File: src/rtl/dspcr_params.svh
// Field positions, write masks, reset values and selector codes for the DSP control registers.
// Assumes inclusion by bare name from rtl/ files only.
`ifndef DSPCR_PARAMS_SVH
`define DSPCR_PARAMS_SVH

// Control register selectors on the decode port
`define DSPCR_SEL_STATUS 3'h0
`define DSPCR_SEL_LOOP_BEGIN 3'h1
`define DSPCR_SEL_LOOP_FINISH 3'h2
`define DSPCR_SEL_WRAP 3'h3
`define DSPCR_SEL_SAVED 3'h4
`define DSPCR_SEL_DSP_FLAGS 3'h5

// Status word field positions
`define DSPCR_SW_SUP_BIT 30
`define DSPCR_SW_BANK_BIT 29
`define DSPCR_SW_GATE_BIT 28
`define DSPCR_SW_CNT_HI 27
`define DSPCR_SW_CNT_LO 16
`define DSPCR_SW_DSPEN_BIT 12
`define DSPCR_SW_YWRAP_BIT 11
`define DSPCR_SW_XWRAP_BIT 10
`define DSPCR_SW_MASK_HI 7
`define DSPCR_SW_MASK_LO 4
`define DSPCR_SW_LFLAG_HI 3
`define DSPCR_SW_LFLAG_LO 2

// Fields writable from user DSP mode: counter, loop flags, wrap enables
`define DSPCR_SW_USER_WMASK 32'h0fff0c0c

// Status word reset: supervisor, bank, gate set, mask 1111, rest clear
`define DSPCR_SW_RESET 32'h700000f0
`define DSPCR_FINISH_RESET 32'h00000000

// Wrap bounds halves
`define DSPCR_WRAP_UPPER_LO 16
`define DSPCR_WRAP_LOWER_HI 15

// Accumulator guard width and DSP flag positions
`define DSPCR_GUARD_W 8
`define DSPCR_DF_COND_BIT 0
`define DSPCR_DF_NEG_BIT 1
`define DSPCR_DF_ZERO_BIT 2
`define DSPCR_DF_OVF_BIT 3

`endif

File: src/rtl/dspcr_pkg.sv
// Types shared by the DSP control register block.
// Assumes dspcr_params.svh is on the include path.
package dspcr_pkg;

	typedef enum logic [1:0]
	{
		DSPCR_MODE_USER = 2'b00,
		DSPCR_MODE_USER_DSP = 2'b01,
		DSPCR_MODE_PRIV = 2'b10,
		DSPCR_MODE_PRIV_DSP = 2'b11
	} dspcr_mode_t;

	// Control access request from decode
	typedef struct packed
	{
		logic valid;
		logic is_load;
		logic [2:0] sel;
		logic [31:0] wdata;
	} dspcr_req_t;

	// Answer to decode
	typedef struct packed
	{
		logic done;
		logic illegal;
		logic [31:0] rdata;
	} dspcr_rsp_t;

	// Result of one DSP data operation
	typedef struct packed
	{
		logic valid;
		logic [2:0] dst;
		logic [39:0] value;
		logic carry;
		logic overflow;
		logic cond;
	} dspcr_dres_t;

endpackage

File: src/rtl/dspcr_access_check.sv
// Privilege check for control register load and store.
// Assumes mode derived from live status word; purely combinational.
`timescale 1ns/10ps
`include "dspcr_params.svh"

module dspcr_access_check
	import dspcr_pkg::*;
(
	input wire dspcr_mode_t mode_i,
	input wire logic [2:0] sel_i,
	input wire logic is_load_i,
	output logic allowed_o,
	output logic [31:0] wmask_o
);

	// Permission and per-field write mask
	always_comb
	begin
		allowed_o = 1'b0;
		wmask_o = 32'h00000000;
		case (sel_i)
			`DSPCR_SEL_LOOP_BEGIN, `DSPCR_SEL_LOOP_FINISH, `DSPCR_SEL_WRAP:
			begin
				allowed_o = (mode_i == DSPCR_MODE_PRIV_DSP) || (mode_i == DSPCR_MODE_USER_DSP);
				wmask_o = 32'hffffffff;
			end
			`DSPCR_SEL_STATUS:
			begin
				allowed_o = mode_i != DSPCR_MODE_USER;
				wmask_o = (mode_i == DSPCR_MODE_USER_DSP) ? `DSPCR_SW_USER_WMASK : 32'hffffffff;
			end
			`DSPCR_SEL_SAVED, `DSPCR_SEL_DSP_FLAGS:
			begin
				allowed_o = (mode_i == DSPCR_MODE_PRIV) || (mode_i == DSPCR_MODE_PRIV_DSP);
				wmask_o = is_load_i ? 32'hffffffff : 32'h00000000;
			end
			default:
			begin
				allowed_o = 1'b0;
				wmask_o = 32'h00000000;
			end
		endcase
	end

endmodule

File: src/rtl/dspcr_regs.sv
// DSP extension control registers, status word, saved status and DSP data registers.
// Assumes decode presents one control access per cycle and pulses exception entry.
`timescale 1ns/10ps
`include "dspcr_params.svh"

// What this block does
// - A loop-begin pointer exists, only reachable in DSP modes, unset by reset and kept over exceptions.
// - A loop-finish pointer exists, only reachable in DSP modes, zero after reset and kept over exceptions.
// - The wrap-bounds register holds the upper wrap address high and the lower one low, kept over exceptions.
// - Control loads and stores of the three loop and wrap registers run only in the two DSP modes.
// - Touching the loop-begin pointer from plain user mode raises an illegal-instruction exception.
// - Status word access runs only with supervisor set or in user DSP mode, else it is illegal.
// - Supervisor flag and DSP enable together select one of four modes that steer field access.
// - In both privileged modes a status load writes every field and a store returns every field.
// - In user DSP mode a status store returns the whole word.
// - In user DSP mode a status load changes only counter, loop flags and wrap enables.
// - Reset sets supervisor, bank and gate, clears enable, wraps and counter, and sets the mask to 1111.
// - Exception entry copies the whole status word into the saved status word.
// - Eight 32-bit data registers exist, the two accumulators widened by 8 guard bits to 40.
// - A DSP flags register records zero, negative and other results plus a condition flag.
// - The 12-bit loop counter sits in status bits 27 to 16, writable outside plain user mode.
// - The DSP enable sits at status bit 12 and cannot change from user DSP mode.
module dspcr_regs
	import dspcr_pkg::*;
#(
	parameter int DATA_REGS = 8,
	parameter int ACC_W = 40
)
(
	input wire logic clk_i,
	input wire logic resetn_i,
	input wire dspcr_req_t req_i,
	input wire logic exc_entry_i,
	input wire logic [31:0] exc_status_i,
	input wire logic exc_status_we_i,
	input wire dspcr_dres_t dres_i,
	input wire logic [2:0] dread_sel_i,
	output dspcr_rsp_t rsp_o,
	output dspcr_mode_t mode_o,
	output logic [31:0] status_o,
	output logic [31:0] loop_begin_o,
	output logic [31:0] loop_finish_o,
	output logic [15:0] wrap_upper_o,
	output logic [15:0] wrap_lower_o,
	output logic [39:0] dread_o,
	output logic [31:0] dsp_flags_o
);

	// Guard against shapes the flag and selector logic cannot serve
	if (DATA_REGS != 8 || ACC_W != 32 + `DSPCR_GUARD_W)
	begin
		$error("dspcr_regs: unsupported register set shape");
	end

	logic [31:0] status_r, status_nxt;
	logic [31:0] saved_r, saved_nxt;
	logic [31:0] loop_begin_r, loop_begin_nxt;
	logic [31:0] loop_finish_r, loop_finish_nxt;
	logic [31:0] wrap_r, wrap_nxt;
	logic [31:0] dflags_r, dflags_nxt;
	logic [39:0] data_r [DATA_REGS];
	logic [39:0] data_nxt [DATA_REGS];
	dspcr_rsp_t rsp_r, rsp_nxt;
	logic allowed;
	logic [31:0] wmask;
	logic do_load;
	logic do_store;

	// mode from supervisor flag and DSP enable
	assign mode_o = dspcr_mode_t'({status_r[`DSPCR_SW_SUP_BIT], status_r[`DSPCR_SW_DSPEN_BIT]});

	dspcr_access_check u_check
	(
		.mode_i(mode_o),
		.sel_i(req_i.sel),
		.is_load_i(req_i.is_load),
		.allowed_o(allowed),
		.wmask_o(wmask)
	);

	assign do_load = req_i.valid && allowed && req_i.is_load;
	assign do_store = req_i.valid && allowed && !req_i.is_load;

	// Control register next state
	always_comb
	begin
		status_nxt = status_r;
		saved_nxt = saved_r;
		loop_begin_nxt = loop_begin_r;
		loop_finish_nxt = loop_finish_r;
		wrap_nxt = wrap_r;
		// whole word saved on exception entry
		if (exc_entry_i)
			saved_nxt = status_r;
		else if (exc_status_we_i)
			saved_nxt = exc_status_i; // Return path restores from handler copy
		if (do_load)
		begin
			case (req_i.sel)
				`DSPCR_SEL_STATUS:
				begin
					status_nxt = (status_r & ~wmask) | (req_i.wdata & wmask);
				end
				`DSPCR_SEL_LOOP_BEGIN: loop_begin_nxt = req_i.wdata;
				`DSPCR_SEL_LOOP_FINISH: loop_finish_nxt = req_i.wdata;
				`DSPCR_SEL_WRAP: wrap_nxt = req_i.wdata;
				`DSPCR_SEL_SAVED:
				begin
					if (!exc_entry_i)
						saved_nxt = req_i.wdata;
				end
				default: saved_nxt = saved_nxt;
			endcase
		end
		// Exception entry leaves pointers, wraps and live status alone
	end

	// Answer to decode, registered one cycle after the request
	always_comb
	begin
		rsp_nxt.done = req_i.valid && allowed;
		rsp_nxt.illegal = req_i.valid && !allowed;
		rsp_nxt.rdata = 32'h00000000;
		if (do_store)
		begin
			case (req_i.sel)
				`DSPCR_SEL_STATUS: rsp_nxt.rdata = status_r;
				`DSPCR_SEL_LOOP_BEGIN: rsp_nxt.rdata = loop_begin_r;
				`DSPCR_SEL_LOOP_FINISH: rsp_nxt.rdata = loop_finish_r;
				`DSPCR_SEL_WRAP: rsp_nxt.rdata = wrap_r;
				`DSPCR_SEL_SAVED: rsp_nxt.rdata = saved_r;
				`DSPCR_SEL_DSP_FLAGS: rsp_nxt.rdata = dflags_r;
				default: rsp_nxt.rdata = 32'h00000000;
			endcase
		end
	end

	// Result shaping: accumulators keep all 40 bits, the rest only 32
	logic res_to_acc;
	logic [39:0] res_value;
	logic res_zero;
	logic res_neg;
	logic flags_load;
	logic [39:0] dread_r, dread_nxt;

	// accumulators keep guard bits, others 32 bits
	always_comb
	begin
		res_to_acc = dres_i.dst < 3'h2;
		if (res_to_acc)
			res_value = dres_i.value;
		else
			res_value = {8'h00, dres_i.value[31:0]}; // Upper guard byte forced clear
	end

	// zero and sign judged on the width actually stored
	always_comb
	begin
		if (res_to_acc)
		begin
			res_zero = dres_i.value == 40'h0000000000;
			res_neg = dres_i.value[39];
		end
		else
		begin
			res_zero = dres_i.value[31:0] == 32'h00000000;
			res_neg = dres_i.value[31];
		end
	end

	// Software flag load, lower priority than a result
	assign flags_load = do_load && (req_i.sel == `DSPCR_SEL_DSP_FLAGS);

	// Data register next state
	always_comb
	begin
		for (int i = 0; i < DATA_REGS; i++)
			data_nxt[i] = data_r[i];
		// write lands in the selected register
		if (dres_i.valid)
			data_nxt[dres_i.dst] = res_value;
	end

	// Data registers: no reset, so software writes before it reads
	always_ff @(posedge clk_i)
	begin
		for (int i = 0; i < DATA_REGS; i++)
			data_r[i] <= data_nxt[i];
	end

	// DSP flags next state
	always_comb
	begin
		dflags_nxt = dflags_r;
		if (dres_i.valid)
		begin
			dflags_nxt[`DSPCR_DF_ZERO_BIT] = res_zero;
			dflags_nxt[`DSPCR_DF_NEG_BIT] = res_neg;
			dflags_nxt[`DSPCR_DF_OVF_BIT] = dres_i.overflow;
			dflags_nxt[`DSPCR_DF_COND_BIT] = dres_i.cond;
		end
		// Software load wins only where no result arrives this cycle
		else if (flags_load)
			dflags_nxt = req_i.wdata;
	end

	// DSP flags register
	always_ff @(posedge clk_i or negedge resetn_i)
	begin
		if (!resetn_i)
			dflags_r <= 32'h00000000;
		else
			dflags_r <= dflags_nxt;
	end

	// Loop-begin pointer and wrap register: no reset, contents undefined at start
	always_ff @(posedge clk_i)
	begin
		loop_begin_r <= loop_begin_nxt;
		wrap_r <= wrap_nxt;
	end

	// Saved status: no reset, only meaningful once an exception was taken
	always_ff @(posedge clk_i)
	begin
		// copy chosen in the next-state logic
		saved_r <= saved_nxt;
	end

	// Status word, defined from reset
	always_ff @(posedge clk_i or negedge resetn_i)
	begin
		if (!resetn_i)
		begin
			status_r <= `DSPCR_SW_RESET;
		end
		else
			status_r <= status_nxt;
	end

	// Loop-finish pointer, defined from reset
	always_ff @(posedge clk_i or negedge resetn_i)
	begin
		if (!resetn_i)
		begin
			loop_finish_r <= `DSPCR_FINISH_RESET;
		end
		else
			loop_finish_r <= loop_finish_nxt;
	end

	// Answer register: each request gives a one-cycle pulse
	always_ff @(posedge clk_i or negedge resetn_i)
	begin
		// Done and illegal never rise together
		if (!resetn_i)
			rsp_r <= '0;
		else
			rsp_r <= rsp_nxt;
	end

	// Register contents straight to the ports
	assign rsp_o = rsp_r;
	assign status_o = status_r;
	assign loop_begin_o = loop_begin_r;
	assign loop_finish_o = loop_finish_r;
	assign wrap_upper_o = wrap_r[31:`DSPCR_WRAP_UPPER_LO];
	assign wrap_lower_o = wrap_r[`DSPCR_WRAP_LOWER_HI:0];
	assign dsp_flags_o = dflags_r;
	assign dread_o = dread_r;

	// Data read port next value; eight registers cover every select code
	always_comb
	begin
		dread_nxt = data_r[dread_sel_i];
	end

	// Data read port, registered so the value stands a full cycle
	always_ff @(posedge clk_i or negedge resetn_i)
	begin
		if (!resetn_i)
			dread_r <= 40'h0000000000;
		else
			dread_r <= dread_nxt;
	end

endmodule

File: config.mk
export PLATFORM = sky130hd
export DESIGN_NAME = dspcr_regs
export DESIGN_NICKNAME = d
export VERILOG_FILES = /design/src/rtl/dspcr_pkg.sv /design/src/rtl/dspcr_access_check.sv /design/src/rtl/dspcr_regs.sv
export VERILOG_INCLUDE_DIRS = /design/src /design/src/rtl
export SDC_FILE = /design/constraint.sdc
export NUM_CORES = 1
export LEC_CHECK = 0
export ABC_AREA = 1
export ABC_CLOCK_PERIOD_IN_PS = 3900
export BUFFER_PORTS_ARGS = -buffer_cell sky130_fd_sc_hd__buf_2
export CAP_MARGIN = 5
export CORE_MARGIN = 3
export CORE_UTILIZATION = 40
export DETAILED_ROUTE_END_ITERATION = 10
export GPL_TIMING_DRIVEN = 0
export SLEW_MARGIN = 40
export SYNTH_ARGS = -nofsm -noshare
export SYNTH_HDL_FRONTEND = slang
export SYNTH_SLANG_ARGS = --single-unit
File: constraint.sdc
create_clock -name clk_i -period 3.9 [get_ports clk_i]
set_input_delay 0.975 -clock clk_i [delete_from_list [all_inputs] [get_ports clk_i]]
set_output_delay 0.975 -clock clk_i [all_outputs]
set_load 0.01 [all_outputs]
==> impl_metrics.toml, run 1 <==
[floorplan]
pin_count = 359
die_w_um = 253
die_area_mm2 = 0.0638
core-area_mm2 = 0.0596
rows = 89
initial_core_util_pct = 40.8
die_h_um = 253

[power_and_ir_drop]
p_per_area_mw_per_mm2 = 529
leakagePower_nw = 12.4
design_power_total_w = 0.0158
vdd_drop_max_uv = 331

[routing]
drtAntennaViolNets = 0
via_count = 19700
wirelength_um = 82900
wire_per_inst_um = 23.0
dr.pass1.iters = 5
dr.first_iter.drc_count = 2187
drc = 0
via_per_inst = 5.46

[setup_path]
critPathMostFrequentCell = "clkbuf_1"
path_max_fanout = 16
cp_slowest_cell = "clkbuf_1"
worst-setup-path-type = "primary input to flip-flop"
path_cells = "clkbuf_1, clkbuf_1, nand2_1, nor2_4, buf_8, buf_16"
worst_ep_arrival_time_ns = 3.56
endpoint_kind = "flip-flop"
start_kind = "primary input"
crit_required_ns = 4.20
slowest_delay_ns = 0.69

[flow_run]
maxCapViolCount = 0

[yosys]
synth_top_family_by_area = "simple AND/OR/NAND/NOR gates"
synth_common_cells = "444 x nand2_1, 384 x edfxtp_1, 324 x o21ai_0"
synthMuxAreaShare_pct = 0
synth_edf_count = 384
avgSynthCellArea_um2 = 10.4
ys_ff_latch = 586
synth_warnings = 0
synthAdderAreaFrac_pct = 0
synth_top_flop_cell = "edfxtp_1"
synth_top_area_share_pct = 47.4
ys_types = 29
syn_nets = 2459
synth_compound_area_share_pct = 13.2
synthXorXnorAreaFrac_pct = 0
mappedNetlistArea_mm2 = 0.0243
synth_area_leader_cell = "edfxtp_1"
synth.most_common_cell = "nand2_1"
synth-simple-area-share_pct = 13.4
seq_area_frac_synth_pct = 67.6
syn_inst = 2336
synth-async-reset-ratio_pct = 29.0
synthTopCellsByArea = "edfxtp_1 47%, dfrtp_1 17%, nand2_1 6.9%"

[global_route]
grt_max_degree = 67
grt_pass1_wl_um = 121000
grt_use_total_pct = 25.5
antenna_found_initial = 6
gr-total-overflow = 0
grt_pass1_vias = 18900

[cts]
cts_tree = "built"
clock-sinks = 586
htreeDepth = 3
cts_root_buf = "clkbuf_16"
worstSkewPairLatency_ns = 0.62
path_clk_slew_ns = 0.05
clock_path_buffers = 3
hold_buffers = 0
cts_resized = 0
postCtsSetupBuffers = 0
cts_made_buffers = 66

[timing]
finalCriticalPeriod_ns = 3.26
fin_crit_sh_pct = 83.6
max_freq_mhz = 307
maxSlewViolCount = 0
tightest_slew_ns = 0.902
hold_viol = 0
tns_ns = 0
rsz0062_at_grt = "false"
slew_headroom_pct = 39.9
setup_viol_count_final = 0
finClkSkew_ns = 0.0364

[finish]
fill_cells = 5356
drive_gt1_share_pct = 19.4
final-seq-area_mm2 = 0.0164
areaGrowthSynthToFinish_pct = 22.8
instances_no_fill = 3608
multi_input_area_mm2 = 0.00653
nNetsFinal = 2901

[outcome]
status = "finished, final reports clean"

[placement]
dp_cells = 3483
dp_hpwl_um = 58500
port_buffers = 352
place.gp.congestion = 0.942

[hold_path]
min_path_type = "primary input to asynchronous set/reset pin"
## report_power, final
| group | internal [W] | switching [W] |
|---|---|---|
| clock network | 0.00362 | 0.00266 |
| registers | 0.00713 | 0.000278 |
| logic | 0.000703 | 0.00139 |
| total | 0.0115 | 0.00432 |
## per-stage QoR
stage               hold slack, ns  utilization [%]  area [um2]  worst slack, ns
floorplan                    0.507                -       24300           0.0452
global placement             0.518             45.4       27000            -2.34
detailed placement           0.533             46.4       27600         -0.00689
CTS                          0.271             50.1       29800            0.617
global route                 0.282             50.1       29800            0.481
finish                       0.258             50.1       29800            0.638
## state kept, by name (all words and copies together), names as in the netlist, named ones only
name	cells
saved_r	32
wrap_r	32
data_r	320
rsp_o	34
loop_finish_o	32
loop_begin_o	32
dsp_flags_o	32
dread_o	40
## path summary, 6_finish.rpt
check | start | endpoint | slack (ns) | cells after the start
worst max-delay path | dres_i[46] | data_r[3][5] | 0.64 | 6
min in group clk_i | dsp_flags_o[0] | dsp_flags_o[0] | 0.55 | 2
worst min register to register | dsp_flags_o[0] | dsp_flags_o[0] | 0.55 | 2
max in group asynchronous | resetn_i | asynchronous set/reset pin | 2.87 | 2
worst max register to register | flip-flop | wrap_r[26] | 1.30 | 6
worst min-delay path | resetn_i | rsp_o[16] | 0.26 | 1
## final cells by class
class | count | share of cell area, %
Sequential cell | 586 | 55.1
Multi-Input combinational cell | 1388 | 21.9
Timing Repair Buffer | 374 | 7.59
Clock buffer | 90 | 6.01
Tap cell | 773 | 3.24
Inverter | 225 | 2.83
Buffer | 137 | 1.95
Clock inverter | 32 | 1.38
Antenna cell | 3 | 0.0252
## cell usage in the layout, fill, tap and decap left out, drive strengths merged, types with 3 or more instances in the layout
cell	n
a21boi	31
a21oi	46
a31oi	40
buf	423
bufinv	5
clkbuf	178
clkinv	25
dfrtp	163
dfstp	7
dfxtp	32
diode	3
edfxtp	384
inv	226
nand2	445
nand3	56
nor2	284
nor3	32
o211ai	13
o21ai	324
o21bai	44
o22ai	70
## layer usage
layer	vias to the layer above	global-route usage, %	share of wire [%]
li1	8832	-	-
met1	9642	36.1	42
met2	1045	38.5	45
met3	169	5.90	9.6
met4	4	9.48	3.6
met5	-	0	0.028
## logic make-up (layout without fill, tap and decap cells)
family / after synthesis / in the layout
other cells: 0 / 3
compound gates: 568 / 568
simple gates: 820 / 820
flops: 586 / 586
buf+inv: 362 / 858
## critical path: cells and delay by family
family | cells | cell delay (ns)
simple gates | 2 | 0.95
buf+inv | 4 | 1.59
No activity file was read; power rests on OpenSTA's default activity.
==> run 2, diff against run 1 <==
- ABC_CLOCK_PERIOD_IN_PS: 3900 -> 2850
- clock period: 3.9 -> 2.85 ns (I/O delays scaled with it)
==> impl_metrics.toml, run 2 (synthesized netlist as in run 1, its figures left out) <==
[setup_path]
cp_slowest_cell = "or2_2"
slowest_delay_ns = 0.48
crit_required_ns = 3.15
endpoint_kind = "flip-flop"
start_kind = "primary input"
rrSetupSlack_ns = 0.36
crit_buf_inv = 5
cp_top_family = "buffers and inverters"
path_max_fanout = 17
worst-setup-path-type = "primary input to flip-flop"
crit_start = "dres_i[46]"
worst_ep_arrival_time_ns = 2.96
critPathMostFrequentCell = "clkbuf_1"
path_cells = "clkbuf_1, inv_1, clkbuf_1, or2_2, nor2_4, buf_8, buf_16"

[routing]
dr.first_iter.drc_count = 2010
wire_per_inst_um = 23.1
drc = 0
via_count = 19600
drtAntennaViolNets = 0
wirelength_um = 83600
dr.pass1.iters = 6
via_per_inst = 5.41

[timing]
tightest_slew_ns = 0.900
max_freq_mhz = 377
slew_headroom_pct = 40.0
setup_viol_count_final = 0
rsz0062_at_grt = "false"
finClkSkew_ns = 0.0268
maxSlewViolCount = 0
finalCriticalPeriod_ns = 2.65
fin_crit_sh_pct = 93.0
hold_viol = 0

[floorplan]
pin_count = 359
core-area_mm2 = 0.0596
die_area_mm2 = 0.0638
rows = 89
initial_core_util_pct = 40.8
die_w_um = 253
die_h_um = 253

[cts]
htreeDepth = 3
clock-sinks = 586
cts_root_buf = "clkbuf_16"
cts_made_buffers = 66
clock_path_buffers = 3
postCtsSetupBuffers = 0
worstSkewPairLatency_ns = 0.61
path_clk_slew_ns = 0.06
cts_tree = "built"

[outcome]
status = "finished, final reports clean"

[finish]
areaGrowthSynthToFinish_pct = 22.8
fin_area_mm2 = 0.0298
fill_cells = 5366
final_util_pct = 50.1
top_register = "data_r"
largest_reg_flops = 320
multi_input_area_mm2 = 0.00653
nNetsFinal = 2904
final_cell_mix = "444 x nand2_1, 384 x buf_2, 384 x edfxtp_1"
instances_no_fill = 3612
final-seq-area_mm2 = 0.0164
drive_gt1_share_pct = 19.7
layout_commonest_cell = "nand2_1"

[global_route]
grt_pass1_wl_um = 121000
grt_max_degree = 52
antenna_found_initial = 8
grt_use_total_pct = 25.6
gr-total-overflow = 0
grt_pass1_vias = 18700

[placement]
port_buffers = 352
dp_cells = 3485
dp_hpwl_um = 59300
place.gp.congestion = 0.924
place_area_mm2 = 0.0276

[hold_path]
min-delay-start = "req_i[3]"
min_path_type = "primary input to flip-flop"

[power_and_ir_drop]
vdd_drop_max_uv = 530
leakagePower_nw = 12.4
design_power_total_w = 0.0217
p_per_area_mw_per_mm2 = 727

[flow_run]
maxCapViolCount = 0
## run 2: metrics by stage
step	setup TNS (ns)	hold slack [ns]	worst slack, ns
2_1_floorplan	-107.42	0.417	-0.636
3_3_place_gp	-1027.48	0.512	-2.98
3_5_place_dp	-122.49	0.519	-0.653
4_1_cts	0	0.320	0.222
5_1_grt	0	0.326	0.118
6_report	0	0.346	0.199
## run 2: power by group
group | internal (W) | switching (W)
clock | 0.00518 | 0.00351
sequential | 0.00976 | 0.000388
combinational | 0.000964 | 0.00191
## run 2: final cells by class
cell class                      count  area share [%]
Sequential cell                   586            55.1
Antenna cell                        5          0.0419
Buffer                            137            1.95
Tap cell                          773            3.24
Clock inverter                     37            1.47
Multi-Input combinational cell   1388            21.9
Timing Repair Buffer              377            7.59
Inverter                          225            2.83
Clock buffer                       84            5.93
## run 2: worst reg2reg max path: cells and delay by family (launching register included)
| family | cells | cell delay (ns) |
|---|---|---|
| AND/OR/NAND/NOR | 4 | 0.92 |
| flip-flops | 1 | 0.62 |
| buffers and inverters | 2 | 0.61 |
## run 2: timing repair
item                                    CTS  global route
endpoints found under the setup margin   16             0
hold buffers                              1             0
endpoints found under the hold margin    19             0
resized for setup                         1             0
## run 2: worst paths after layout
check	cells past startpoint	to
min in group asynchronous	2	dread_o[2]
max in group asynchronous	4	asynchronous set/reset pin
worst max register to register	6	loop_begin_o[31]
worst min register to register	2	dsp_flags_o[1]
worst min-delay path	1	loop_begin_o[3]
worst max-delay path	7	data_r[6][5]
## run 2: routing by layer
metal | share of wire, % | global-route usage, %
met2 | 46 | 39.9
met4 | 4.1 | 10.9
met3 | 9.7 | 6.50
met1 | 41 | 34.3
met5 | 0.072 | 0
